### config.mk
export PLATFORM = sky130hd
export DESIGN_NAME = hsc_connect_ctrl
export DESIGN_NICKNAME = d
export VERILOG_FILES = /design/src/rtl/hsc_pkg.sv /design/src/rtl/hsc_connect_ctrl.sv /design/src/rtl/hsc_sync.sv
export VERILOG_INCLUDE_DIRS = /design/src /design/src/rtl
export SDC_FILE = /design/constraint.sdc
export NUM_CORES = 1
export LEC_CHECK = 0
export BUFFER_PORTS_ARGS = -buffer_cell sky130_fd_sc_hd__buf_2
export CAP_MARGIN = 40
export CORE_AREA = 2 2 85 87
export CTS_CLUSTER_DIAMETER = 60
export DETAILED_ROUTE_END_ITERATION = 10
export DIE_AREA = 0 0 87 89
export PLACE_DENSITY_LB_ADDON = 0.12
export SYNTH_ARGS = -nofsm -noshare
export SYNTH_HDL_FRONTEND = slang
export SYNTH_SLANG_ARGS = --single-unit
### constraint.sdc
create_clock -name i_clock -period 2.08 [get_ports i_clock]
set_input_delay 0.104 -clock i_clock [delete_from_list [all_inputs] [get_ports i_clock]]
set_output_delay 0.104 -clock i_clock [all_outputs]
set_load 0.05 [all_outputs]
### src/rtl/hsc_defs.svh
/*
  timing and reset constants for the hot-swap bus connect controller.
  assumes a 40 MHz system clock; counts are derived from the printed times.
*/
`ifndef HSC_DEFS_SVH
`define HSC_DEFS_SVH

`define HSC_CLOCK_KHZ       40000
`define HSC_SETTLE_TIME_US  1000
`define HSC_ARM_TIME_US     10000
`define HSC_IDLE_TIME_US    50
// least times round up to whole cycles
`define HSC_SETTLE_CYCLES   ((`HSC_SETTLE_TIME_US * `HSC_CLOCK_KHZ + 999) / 1000)
`define HSC_ARM_CYCLES      ((`HSC_ARM_TIME_US * `HSC_CLOCK_KHZ + 999) / 1000)
`define HSC_IDLE_CYCLES     ((`HSC_IDLE_TIME_US * `HSC_CLOCK_KHZ + 999) / 1000)
`define HSC_TIMER_WIDTH     19
`define HSC_IDLE_WIDTH      19
`define HSC_SYNC_WIDTH      13
`define HSC_SYNC_RESET      13'h0000
`define HSC_TIMER_RESET     19'h00000

`endif

### src/rtl/hsc_pkg.sv
/*
  types for the hot-swap bus connect controller.
  assumes hsc_defs.svh supplies all numeric constants.
*/
package hsc_pkg;

  typedef enum logic [2:0] {
    HSC_ST_OFF,
    HSC_ST_SETTLE,
    HSC_ST_TERM_CHECK,
    HSC_ST_ARM_WAIT,
    HSC_ST_ARMED,
    HSC_ST_CONNECTED
  } hsc_state_t;

  typedef enum logic [1:0] {
    HSC_DIR_IDLE,
    HSC_DIR_TO_DIFF,
    HSC_DIR_TO_SE,
    HSC_DIR_RELEASE
  } hsc_dir_t;

  typedef struct packed {
    logic plus;
    logic minus;
  } hsc_diff_pair_t;

  typedef struct packed {
    logic out;
    logic oe;
  } hsc_pin_drive_t;

endpackage : hsc_pkg

### src/rtl/hsc_connect_ctrl.sv
/*
  hot-swap connect sequencer and direction logic for a single-ended to
  differential two-wire bus buffer; drivers and comparators are outside.
  assumes pin levels and comparator flags are asynchronous, and that the
  controlling party changes enable only while the bus is idle.
*/
// Contract
// - during power-up keep all single-ended and differential pins undriven.
// - after supply is good wait the settle time, then sense the pairs.
// - termination valid when both minus below 0.9 and plus above 0.1.
// - connect when enabled and both plus lines stayed high for idle time.
// - connect when enabled, clock and data high, and stop was seen.
// - enable low never connects and isolates both buses.
// - disconnected status or power loss separates buses; sequence reruns.
// - each channel drives or receives, never both, chosen from activity.
// - with no traffic leave the pair released so plus rests above minus.
// - reversed pair pulls single-ended line low until idle polarity returns.
// - stop is data rising while clock is high.
// - enable is active high and reads high when undriven.
`timescale 1ns/1ps
`include "hsc_defs.svh"

module hsc_connect_ctrl
  import hsc_pkg::*;
#(
  parameter int SETTLE_CYCLES = `HSC_SETTLE_CYCLES,
  parameter int ARM_CYCLES    = `HSC_ARM_CYCLES,
  parameter int IDLE_CYCLES   = `HSC_IDLE_CYCLES
) (
  input  wire logic           i_clock,
  input  wire logic           i_srst,
  input  wire logic           i_power_good,
  input  wire logic           i_enable_level,
  input  wire logic           i_enable_driven,
  input  wire logic           i_scl,
  input  wire logic           i_sda,
  input  wire hsc_diff_pair_t i_diff_clock,
  input  wire hsc_diff_pair_t i_diff_data,
  input  wire logic [1:0]     i_minus_below_hi,
  input  wire logic [1:0]     i_plus_above_lo,
  output hsc_pin_drive_t      o_scl,
  output hsc_pin_drive_t      o_sda,
  output hsc_pin_drive_t      o_diff_clock_plus,
  output hsc_pin_drive_t      o_diff_clock_minus,
  output hsc_pin_drive_t      o_diff_data_plus,
  output hsc_pin_drive_t      o_diff_data_minus,
  output logic                o_armed,
  output logic                o_connected
);

  localparam int TW = `HSC_TIMER_WIDTH;
  localparam int IW = `HSC_IDLE_WIDTH;

  logic [`HSC_SYNC_WIDTH-1:0] sync_in;
  logic [`HSC_SYNC_WIDTH-1:0] sync_out;
  logic                       scl_s;
  logic                       sda_s;
  logic                       dcp_s;
  logic                       dcm_s;
  logic                       ddp_s;
  logic                       ddm_s;
  logic [1:0]                 minus_ok_s;
  logic [1:0]                 plus_ok_s;
  logic                       power_s;
  logic                       en_level_s;
  logic                       en_driven_s;
  logic                       enable;
  logic                       term_ok;
  hsc_state_t                 state_reg;
  hsc_state_t                 state_next;
  logic [TW-1:0]              timer_reg;
  logic [IW-1:0]              idle_reg;
  logic                       idle_done;
  logic                       stop_seen_reg;
  logic                       data_hi_reg;
  logic                       data_hi;
  logic                       clock_hi;
  logic                       conn_ok;
  hsc_dir_t                   dir_reg [2];
  logic [1:0]                 se_hi;
  logic [1:0]                 diff_rev;

  assign sync_in = {i_scl, i_sda, i_diff_clock.plus, i_diff_clock.minus,
                    i_diff_data.plus, i_diff_data.minus, i_minus_below_hi,
                    i_plus_above_lo, i_power_good, i_enable_level, i_enable_driven};

  hsc_sync #(
    .WIDTH (`HSC_SYNC_WIDTH)
  ) u_sync (
    .i_clock (i_clock),
    .i_srst  (i_srst),
    .i_async (sync_in),
    .o_sync  (sync_out)
  );

  assign {scl_s, sda_s, dcp_s, dcm_s, ddp_s, ddm_s, minus_ok_s, plus_ok_s,
          power_s, en_level_s, en_driven_s} = sync_out;

  // undriven enable pin reads high, as a pull-up would make it
  assign enable   = en_driven_s ? en_level_s : 1'b1;
  assign term_ok  = (&minus_ok_s) & (&plus_ok_s);
  assign data_hi  = ddp_s & ~ddm_s;
  assign clock_hi = dcp_s & ~dcm_s;
  assign se_hi    = {sda_s, scl_s};
  assign diff_rev = {ddm_s & ~ddp_s, dcm_s & ~dcp_s};
  assign idle_done = (idle_reg == IW'(IDLE_CYCLES));

  always_comb begin
    state_next = state_reg;
    unique case (state_reg)
      HSC_ST_OFF: begin
        if (power_s) begin
          state_next = HSC_ST_SETTLE;
        end
      end
      HSC_ST_SETTLE: begin
        if (timer_reg == TW'(SETTLE_CYCLES - 1)) begin
          state_next = HSC_ST_TERM_CHECK;
        end
      end
      HSC_ST_TERM_CHECK: begin
        if (term_ok) begin
          state_next = HSC_ST_ARM_WAIT;
        end
      end
      HSC_ST_ARM_WAIT: begin
        if (!term_ok) begin
          state_next = HSC_ST_TERM_CHECK;
        end else if (timer_reg == TW'(ARM_CYCLES - 1)) begin
          state_next = HSC_ST_ARMED;
        end
      end
      HSC_ST_ARMED: begin
        if (!term_ok) begin
          state_next = HSC_ST_TERM_CHECK;
        end else if (enable && (idle_done || (stop_seen_reg && scl_s && sda_s))) begin
          state_next = HSC_ST_CONNECTED;
        end
      end
      HSC_ST_CONNECTED: begin
        if (!term_ok || !enable) begin
          state_next = HSC_ST_TERM_CHECK;
        end
      end
    endcase
    // power loss wins over everything and restarts the sequence
    if (!power_s) begin
      state_next = HSC_ST_OFF;
    end
  end

  always_ff @(posedge i_clock) begin
    if (i_srst) begin
      state_reg <= HSC_ST_OFF;
    end else begin
      state_reg <= state_next;
    end
  end

  // one shared timer; restarts on every state change
  always_ff @(posedge i_clock) begin
    if (i_srst || state_next != state_reg) begin
      timer_reg <= `HSC_TIMER_RESET;
    end else if (state_reg == HSC_ST_SETTLE || state_reg == HSC_ST_ARM_WAIT) begin
      timer_reg <= timer_reg + TW'(1);
    end
  end

  // idle and stop detection only run once armed
  always_ff @(posedge i_clock) begin
    if (i_srst || state_reg != HSC_ST_ARMED || !(ddp_s && dcp_s)) begin
      idle_reg <= '0;
    end else if (!idle_done) begin
      idle_reg <= idle_reg + IW'(1);
    end
  end

  always_ff @(posedge i_clock) begin
    if (i_srst) begin
      data_hi_reg   <= 1'b0;
      stop_seen_reg <= 1'b0;
    end else begin
      data_hi_reg <= data_hi;
      if (state_reg != HSC_ST_ARMED) begin
        stop_seen_reg <= 1'b0;
      end else if (clock_hi && data_hi && !data_hi_reg) begin
        stop_seen_reg <= 1'b1;
      end else if (clock_hi && !data_hi && data_hi_reg) begin
        stop_seen_reg <= 1'b0;
      end
    end
  end

  // drops in the very cycle the loss of enable or termination is registered
  assign conn_ok = (state_reg == HSC_ST_CONNECTED) && (state_next == HSC_ST_CONNECTED);

  // channel 0 is clock, channel 1 is data
  always_ff @(posedge i_clock) begin
    for (int ch = 0; ch < 2; ch++) begin
      if (i_srst || !conn_ok) begin
        dir_reg[ch] <= HSC_DIR_IDLE;
      end else begin
        unique case (dir_reg[ch])
          HSC_DIR_IDLE: begin
            if (!se_hi[ch]) begin
              dir_reg[ch] <= HSC_DIR_TO_DIFF;
            end else if (diff_rev[ch]) begin
              dir_reg[ch] <= HSC_DIR_TO_SE;
            end
          end
          HSC_DIR_TO_DIFF: begin
            if (se_hi[ch]) begin
              dir_reg[ch] <= HSC_DIR_RELEASE;
            end
          end
          HSC_DIR_TO_SE: begin
            if (!diff_rev[ch]) begin
              dir_reg[ch] <= HSC_DIR_RELEASE;
            end
          end
          // our own drive echoes back through the synchroniser; waiting for
          // both sides to read released stops the channel latching itself
          HSC_DIR_RELEASE: begin
            if (se_hi[ch] && !diff_rev[ch]) begin
              dir_reg[ch] <= HSC_DIR_IDLE;
            end
          end
        endcase
      end
    end
  end

  // open-drain style outputs: drive value is fixed, only enables move
  always_ff @(posedge i_clock) begin
    if (i_srst || !conn_ok) begin
      o_scl              <= '{out: 1'b0, oe: 1'b0};
      o_sda              <= '{out: 1'b0, oe: 1'b0};
      o_diff_clock_plus  <= '{out: 1'b0, oe: 1'b0};
      o_diff_clock_minus <= '{out: 1'b1, oe: 1'b0};
      o_diff_data_plus   <= '{out: 1'b0, oe: 1'b0};
      o_diff_data_minus  <= '{out: 1'b1, oe: 1'b0};
    end else begin
      o_scl              <= '{out: 1'b0, oe: dir_reg[0] == HSC_DIR_TO_SE};
      o_sda              <= '{out: 1'b0, oe: dir_reg[1] == HSC_DIR_TO_SE};
      o_diff_clock_plus  <= '{out: 1'b0, oe: dir_reg[0] == HSC_DIR_TO_DIFF};
      o_diff_clock_minus <= '{out: 1'b1, oe: dir_reg[0] == HSC_DIR_TO_DIFF};
      o_diff_data_plus   <= '{out: 1'b0, oe: dir_reg[1] == HSC_DIR_TO_DIFF};
      o_diff_data_minus  <= '{out: 1'b1, oe: dir_reg[1] == HSC_DIR_TO_DIFF};
    end
  end

  always_ff @(posedge i_clock) begin
    if (i_srst) begin
      o_armed     <= 1'b0;
      o_connected <= 1'b0;
    end else begin
      o_armed     <= (state_next == HSC_ST_ARMED) || (state_next == HSC_ST_CONNECTED);
      o_connected <= (state_next == HSC_ST_CONNECTED);
    end
  end

endmodule : hsc_connect_ctrl

### src/rtl/hsc_sync.sv
/*
  two-flop synchroniser for a vector of asynchronous levels.
  assumes each bit is an independent level; no word coherence.
*/
`timescale 1ns/1ps
`include "hsc_defs.svh"

module hsc_sync #(
  parameter int WIDTH = `HSC_SYNC_WIDTH
) (
  input  wire logic             i_clock,
  input  wire logic             i_srst,
  input  wire logic [WIDTH-1:0] i_async,
  output logic      [WIDTH-1:0] o_sync
);

  logic [WIDTH-1:0] meta_reg;

  always_ff @(posedge i_clock) begin
    if (i_srst) begin
      meta_reg <= '0;
      o_sync   <= '0;
    end else begin
      meta_reg <= i_async;
      o_sync   <= meta_reg;
    end
  end

endmodule : hsc_sync

# Word level (Yosys, flattened, before mapping)
# Memories as Yosys holds them, arrays and structs flattened.
# Index checks and enable logic that the tools add are counted.
[word_totals] reg_bits=81 mem_bits_rw=4 inputBits=15 output_inout_bits=14 word_cells=159 mem_count=1
[memory_table] memory="dir_reg" depth=2 word_bits=2 read_ports=2 rd_ports_with_merged_regs=0 write_ports=2 line="hsc_connect_ctrl.sv:79" source="hsc_dir_t dir_reg [2];"
[classes] addsub=2 n_eq_ne=18 mux=66 n_bitwise=19 n_reduce_logical=34
[op_table] operator="$mux 1" n=47
[op_table] operator="$add 19x1->19 const B" n=2
[op_table] operator="$mux 3" n=8
[op_table] operator="$mux 2" n=10
[op_table] operator="$eq 19x11->1 const B" n=1
[op_table] operator="$eq 19x16->1 const B" n=1
[op_table] operator="$eq 19x19->1 const B" n=1
[op_table] operator="$pmux 3 s6" n=1
[op_table] operator="$eq 3x3->1 const B" n=4
[op_table] operator="$logic_and 1x1->1" n=11
[op_table] operator="$or 1x1->1" n=10
[op_table] operator="$eq 2x2->1 const B" n=4
[op_table] operator="$logic_not 1->1" n=8
[op_table] operator="$logic_or 1x1->1" n=8
[op_table] operator="$eq 3x2->1 const B" n=2
[op_table] operator="$and 1x1->1" n=5
[op_table] operator="$eq 2x1->1 const B" n=2
[op_table] operator="$logic_not 2->1" n=2
[op_table] operator="$not 1->1" n=4
[op_table] operator="$reduce_and 2->1" n=2
[op_table] operator="$eq 3x1->1 const B" n=1
[op_table] operator="$logic_not 3->1" n=1
[op_table] operator="$ne 3x3->1" n=1
[op_table] operator="$ne 3x3->1 const B" n=1
[op_table] operator="other kinds (2)" n=2

# Depth between registers and ports, before layout
# Gate-level depths: netlist (run 1).
[logic_depth] depth_word=19 ltp_mapped=9 depth_no_buf=8

# Modules after synthesis
# A second synthesis (run 1) with hierarchy kept.
[unflattened] cells_unflattened=373 area_unflattened_um2=3400.8
[modules_own_cells] mod="hsc_connect_ctrl" n_inst=1 cells_per_inst=319 area_each_um2=2700.1 seq_area_each_um2=1101.1
[modules_own_cells] mod="hsc_sync" n_inst=1 cells_per_inst=54 area_each_um2=700.7 seq_area_each_um2=520.5

# Least setup slack after synthesis (run 1)
# No wires, ideal clock.
[synth_path] path_type="register to register" from="reg timer_reg[0]" to="mem dir_reg[0][0] (netlist bit), enable pin" setup_time_ns=0.253 arrival_ns=2.051 t_required_ns=1.827 slack_ns=-0.224 path_stages_with_launch=8 synth_period_minus_slack_ns=2.304 path_cell_list="dfxtp_1 > ha_1 > nor4bb_1 > nand3b_1 > or4_4 > a21oi_4 > nand4_4 > or2_1"
[synth_rtl] item="start, declared" line="hsc_connect_ctrl.sv:71" source="logic [TW-1:0] timer_reg;"
[synth_rtl] item="start signal, assigned" line="hsc_connect_ctrl.sv:163" source="timer_reg <= `HSC_TIMER_RESET;"
[synth_rtl] item="start signal, assigned" line="hsc_connect_ctrl.sv:165" source="timer_reg <= timer_reg + TW'(1);"
[synth_rtl] item="end, declared" line="hsc_connect_ctrl.sv:79"

==> results by group, run 1 <==
Placed design
  • Post-DP HPWL: 4730 um
  • Inst Count DP: 488
  • RePlAce Congestion: 0.761
  • Pre-CTS setup slack: -0.0653 ns
  • Area after DPL: 3850 um^2
  • Port Buffers: 22

GRT
  • Total GRT Usage: 19.4%
  • Grt total ovfl: 0
  • First-pass GRT wire length: 11700 um
  • Initial antenna violation count: 0
  • Vias in the first global route: 2611
  • Pin count of the biggest net entering global routing: 31

STA
  • Slew margin rel.: 63.4%
  • Final Max Tran Viols: 0
  • Setup TNS: 0 ns
  • Crit path time final: 2.05 ns
  • Hold Worst Slack: 0.230 ns
  • Unrepaired setup endpoints after global routing: true
  • Worst Skew: 0.0122 ns
  • Least-Margin Pin Slew: 0.548 ns
  • F_max: 0.487 GHz
  • Fin crit share: 98.7%
  • Final Hold Fails: 0
  • Min setup slack post-route: 0.0264 ns
  • Final setup fails: 0

Yosys
  • Post-synth top flop: dfxtp_1
  • Post-synth EDFFs: 4
  • Syn avg cell area: 9.39 um^2
  • Yosys reg bits: 79
  • Yosys top cell area share: 42.8%
  • Ys Warns: 0
  • Post-synth ARST share: 0%
  • Netlist cell types: 55
  • Synthesized area: 3510 um^2
  • Synth area leader: dfxtp_1
  • Syn Inst Count: 374
  • Area contributors post-synth: dfxtp_1 (43%), xor2_1 (5.2%), nor2b_1 (5.0%)
  • Register area share after synthesis: 46.2%

Floorplanning
  • Die W: 87 um
  • Initial Util: 52.3%
  • IO Count: 29
  • Die Y: 89 um
  • Core area: 6720 um^2
  • Die area: 7740 um^2
  • Row cnt: 30

Route
  • Remaining DRCs: 0
  • Post-DRT Antenna Nets: 0
  • Final WL: 6770 um
  • Avg Vias per Cell: 5.08
  • First-pass iteration count of the detailed router: 4
  • WL per Instance: 13.0 um
  • Starting DRT DRC Count: 102
  • DR vias: 2649

Pwr
  • Pleak: 1.62 nW
  • Final Power: 2.95 mW
  • PwrDens: 689 nW/um^2
  • Peak VDD IR: 357 uV

Final layout
  • Design Area, Final: 4280 um^2
  • Final #Nets: 455
  • Fin cells: 521
  • Fin util: 63.6%
  • Diodes inserted: 0
  • Layout cells sized above 1: 22.0%
  • Syn-to-layout area delta: 21.8%

Clocking
  • Clock Path Buffers: 2
  • Clock transition at path regs: 0.09 ns
  • # clock sinks: 79
  • # H-tree levels: 3
  • CTS Buf Count: 9
  • TritonCTS clock tree: yes
  • Root Buffer: clkbuf_8
  • Clk Latency, worst-skew pair: 0.35 ns

Worst setup path
  • CP Launch Type: register
  • Cell Chain, Critical Path: ha_4 -> nor4bb_4 -> nand3b_1 -> or4_4 -> a21oi_4 -> nand4_4 -> or2_4
  • Setup crit end kind: register
  • Setup crit start: timer_reg[0]
  • Worst Path Required: 2.19 ns
  • CP peak stage delay: 0.48 ns
  • Arr. time, crit path: 2.16 ns
  • CP max stage cell: or4_4
  • Critical path peak fanout: 3
  • Worst Path Class, Setup: register to register
  • Critical R2R Launch: timer_reg[0]

Flow run
  • Max_cap viols: 0

Status
  • Outcome: finished clean

Hold path
  • Hold Crit Class: input pin to register
  • Worst min-delay path startpoint: i_srst
==> repair_timing <==
item,in CTS,in global routing
hold endpoints to repair,13,0
setup buffers,3,2
hold buffers,13,0
setup endpoints to repair,8,31
pin swaps,3,3
gates resized for setup,1,8
==> worst max-delay path, delay by kind of cell (launching register included) <==
family                   cells  cell delay (ns)
AND/OR/NAND/NOR              5             1.15
flip-flops                   1             0.35
AO/OA/AOI/OAI                1             0.18
adder cells (fa/ha/maj)      1             0.13
==> report_power, final <==
part | switching [mW] | internal [mW]
sequential | 0.0101 | 1.55
combinational | 0.0716 | 0.0583
clock | 0.555 | 0.704
total | 0.637 | 2.31
==> final timing paths <==
check,endpoint,slack [ns],cells after the start
max,dir_reg[0][0],0.03,7
min,u_sync.meta_reg[8],0.23,2
max reg2reg,dir_reg[0][0],0.03,7
min reg2reg,stop_seen_reg,0.41,1
==> synth_stat cells, types with 5 or more instances <==
cell,number
a21oi_1,9
and3_1,5
buf_4,8
clkbuf_1,8
dfxtp_1,75
inv_1,12
nand2_1,22
nand2b_1,7
nand3_1,13
nand4_1,12
nor2_1,43
nor2_2,6
nor2b_1,28
nor3_1,9
nor3b_1,13
o21ai_0,7
xnor2_1,14
xor2_1,21
==> routing by layer <==
metal	up-vias	part of all wire [%]	global-route usage (%)
li1	1387	-	-
met1	1209	48	24.3
met2	46	47	31.6
met3	7	3.2	4.06
met4	0	1.6	10.4
met5	-	0	0
==> cells by family (layout without fill, tap and decap cells) <==
logic type      count (synthesis)  after routing  share of synthesized area, %
fa+ha+maj                       3              3                          1.07
other cells                     2              6                         0.214
simple gates                  191            191                          32.0
buf+inv                        31             94                          4.56
xor+xnor                       35             35                          8.73
flops                          79             79                          46.2
compound gates                 29             29                          6.13
mux                             4              4                          1.14
==> layout by cell type (no fill, tap or decap), types with 13 or more instances in the layout <==
| master | count |
|---|---|
| nor2_1 | 43 |
| xor2_1 | 21 |
| buf_2 | 22 |
| nand2_1 | 22 |
| nor2b_1 | 28 |
| dfxtp_1 | 70 |
| dlygate4sd3_1 | 13 |
| nand3_1 | 13 |
| buf_4 | 31 |
| xnor2_1 | 14 |
| nor3b_1 | 13 |
==> cell type report <==
cell class                 instances  area, um^2
fill                             559        2440
multi-input combinational        268        1790
sequential                        79        1630
timing repair buffer              67         493
clock buffer                      10         138
tap                               80         100
clock inverter                     5        82.6
inverter                          12        45.0
Power figures use the tool's default switching activity.
==> inputs of run 2 (changes only) <==
Settings changed: CORE_AREA 2 2 85 87 to 2 2 81 83, DIE_AREA 0 0 87 89 to 0 0 83 85.
Clock period 2.08 ns to 1.9 ns, I/O delays scaled along.
==> run 2 against run 1 <==
Effect of this change: non-clock buffer count grew 20; global-route usage rose by 1.9 points; highest routed layer unchanged; the run now ends with negative setup slack left; clock power rose by 6%; register-to-register slack got worse by 0.22 ns; final cell count grew 3.5%; critical path depth is the same; combinational power rose by 17%.
==> results by group, run 2 (synthesis gave the netlist of run 1 again) <==
Status
  • Outcome: finished, violations left
  • Failing checks: negative setup slack

Floorplanning
  • Initial Util: 56.6% (+4.3 points)
  • IO Count: 29 (unchanged)
  • Die W: 83 um (-4.6%)
  • Die area: 7060 um^2 (-8.9%)
  • Core area: 6200 um^2 (-7.7%)
  • Row cnt: 29 (-3.3%)
  • Die Y: 85 um (-4.5%)

Route
  • Final WL: 7090 um (+4.7%)
  • First-pass iteration count of the detailed router: 4 (unchanged)
  • Starting DRT DRC Count: 131 (+28%)
  • DR vias: 2788 (+5.2%)
  • WL per Instance: 13.1 um (+1.2%)
  • Avg Vias per Cell: 5.17 (+1.7%)
  • Remaining DRCs: 0 (unchanged)
  • Post-DRT Antenna Nets: 0 (unchanged)

STA
  • Setup TNS: -3.29 ns (-3.29 ns)
  • Hold Worst Slack: 0.0983 ns (-0.132 ns)
  • Min setup slack post-route: -0.195 ns (-0.221 ns)
  • Final setup fails: 31 (+31)
  • Worst Skew: 0.00943 ns (-0.00280 ns)
  • Fin crit share: 110% (+12 points)
  • F_max: 0.477 GHz (-2.0%)
  • Unrepaired setup endpoints after global routing: true
  • Final Max Tran Viols: 0 (unchanged)
  • Crit path time final: 2.09 ns (+0.0413 ns)
  • Final Hold Fails: 0 (unchanged)

Clocking
  • TritonCTS clock tree: yes
  • Clk Latency, worst-skew pair: 0.35 ns (about the same)
  • Root Buffer: clkbuf_8
  • Clock Path Buffers: 2 (unchanged)
  • CTS Buf Count: 9 (unchanged)
  • # clock sinks: 79 (unchanged)
  • # H-tree levels: 3 (unchanged)
  • Clock transition at path regs: 0.08 ns (about the same)

Pwr
  • Power share of the clock group: 41.7% (-1.0 points)
  • Seq pwr share: 53.5% (+0.7 points)
  • Switching Share: 22.7% (+1.1 points)
  • Switching Power: 724 uW (+14%)
  • PwrDens: 709 nW/um^2 (+2.9%)
  • Final Power: 3.18 mW (+8.0%)
  • Int Pwr: 2.46 mW (+6.5%)
  • Peak VDD IR: 607 uV (+70%)
  • Comb power frac: 4.8% (+0.4 points)
  • Pleak: 1.74 nW (+7.3%)

Worst setup path
  • CP Launch Type: register
  • Worst Path Required: 2.01 ns (-0.18 ns)
  • CP max stage cell: or4_4
  • Setup crit start: timer_reg[1]
  • CP Depth: 7 (unchanged)
  • Worst Path Class, Setup: register to register
  • Cell count of the worst reg-to-reg path: 7 (unchanged)
  • CP peak stage delay: 0.49 ns (about the same)
  • FF-to-FF setup slack: -0.19 ns (-0.22 ns)
  • Cell Chain, Critical Path: ha_4 -> nor4bb_1 -> nand3b_1 -> or4_4 -> a21oi_4 -> nand4_4 -> or2_1
  • Setup crit end kind: register
  • Critical R2R Launch: timer_reg[1]
  • CP endpoint: dir_reg[1][0]
  • Critical path peak fanout: 3 (unchanged)
  • Arr. time, crit path: 2.20 ns (+0.04 ns)
  • FF-to-FF End: dir_reg[1][0]
  • Worst path top cell family by delay: simple AND/OR/NAND/NOR gates
  • Buf/Inv on CP: 0 (unchanged)

GRT
  • Initial antenna violation count: 0 (unchanged)
  • Total GRT Usage: 21.3% (+1.9 points)
  • Grt total ovfl: 0 (unchanged)
  • Vias in the first global route: 2661 (+1.9%)
  • First-pass GRT wire length: 12100 um (+3.4%)
  • Pin count of the biggest net entering global routing: 28 (-9.7%)

Placed design
  • RePlAce Congestion: 0.845 (+11%)
  • Pre-CTS setup slack: -0.262 ns (-0.197 ns)
  • Port Buffers: 22 (unchanged)
  • Post-DP HPWL: 4950 um (+4.7%)

Final layout
  • Syn-to-layout area delta: 27.8%
  • Sequential cell area: 1620 um^2 (-0.23%)
  • Fill count: 470 (-16%)
  • Final #Nets: 475 (+4.4%)
  • Diodes inserted: 0 (unchanged)
  • Area of the multi-input gates: 1850 um^2 (+3.6%)
  • Layout cells sized above 1: 28.4% (+6.4 points)
  • Commonest cells after routing, fill and taps aside: dfxtp_1 (73), buf_4 (47), nor2_1 (40), nor2b_1 (27)
  • Most common cell after layout, fill and taps aside: dfxtp_1

Hold path
  • Hold Crit Class: input pin to register

Flow run
  • Max_cap viols: 0 (unchanged)
[run 2: cell count changes in the layout (fill, tap and decap cells not counted), moves of 2 or more]
cell,before,now
nor2_1,43,40
nor3b_2,4,15
buf_4,31,47
dfxtp_2,5,2
nor2_4,0,2
nor3b_1,13,2
buf_6,0,5
dfxtp_1,70,73
[run 2: repair_timing]
action                                  4_1_cts  5_1_grt
cloned                                        1        0
endpoints found under the hold margin        13        0
resized for setup                            18       13
buffers inserted                              3        0
endpoints found under the setup margin       31       34
pin swaps                                    15        3
hold buffers                                 13        0
[run 2: worst min-delay path by stage]
stage / start / end / slack, ns / cells after the start
after floorplan: i_enable_driven / u_sync.meta_reg[0] / 0.22 / 1
after global placement: i_scl / u_sync.meta_reg[12] / 0.30 / 2
after detailed placement: i_plus_above_lo[1] / u_sync.meta_reg[4] / 0.31 / 2
after CTS: i_srst / stop_seen_reg / 0.08 / 4
after global routing: i_srst / stop_seen_reg / 0.14 / 4
final: i_srst / stop_seen_reg / 0.1 / 4
[run 2: final cells by class]
cell class / instances / share of cell area (%)
clock buffers: 11 / 3.40
clock inverters: 5 / 1.42
inverters: 12 / 1.00
multi-input cells: 268 / 41.3
flip-flops and latches: 79 / 36.2
well taps: 77 / 2.15
repair buffers: 87 / 14.5
[run 2: per-layer routing]
metal / vias to the layer above / track usage (%) / share of wire, %
li1: 1433 / - / -
met1: 1292 / 27.0 / 47
met2: 54 / 35.3 / 48
met3: 9 / 5.06 / 3.6
met4: 0 / 8.79 / 1.5
met5: - / 0 / 0
[run 2: worst reg2reg max path, stage by stage (launching register included)]
cell	delay [ns]
dfxtp_2	0.36
ha_4	0.13
nor4bb_1	0.19
nand3b_1	0.13
or4_4	0.49
a21oi_4	0.20
nand4_4	0.10
or2_1	0.25
[run 2: metrics by stage]
step,instances,utilization [%],area [um^2]
final,539,72.3,4490
after global routing,539,72.3,4490
after CTS,539,71.6,4440
after detailed placement,506,64.3,3990
after global placement,506,64.3,3990
after floorplan,378,-,3540
[run 2: power by group through the flow]
stage               Sequential (mW)  Clock, mW  Combinational [mW]
finish                         1.70       1.33               0.152
global placement               1.74          0               0.118
detailed placement             1.74          0               0.120
floorplan                      1.74          0              0.0980
CTS                            1.70       1.34               0.150
global route                   1.71       1.43               0.164
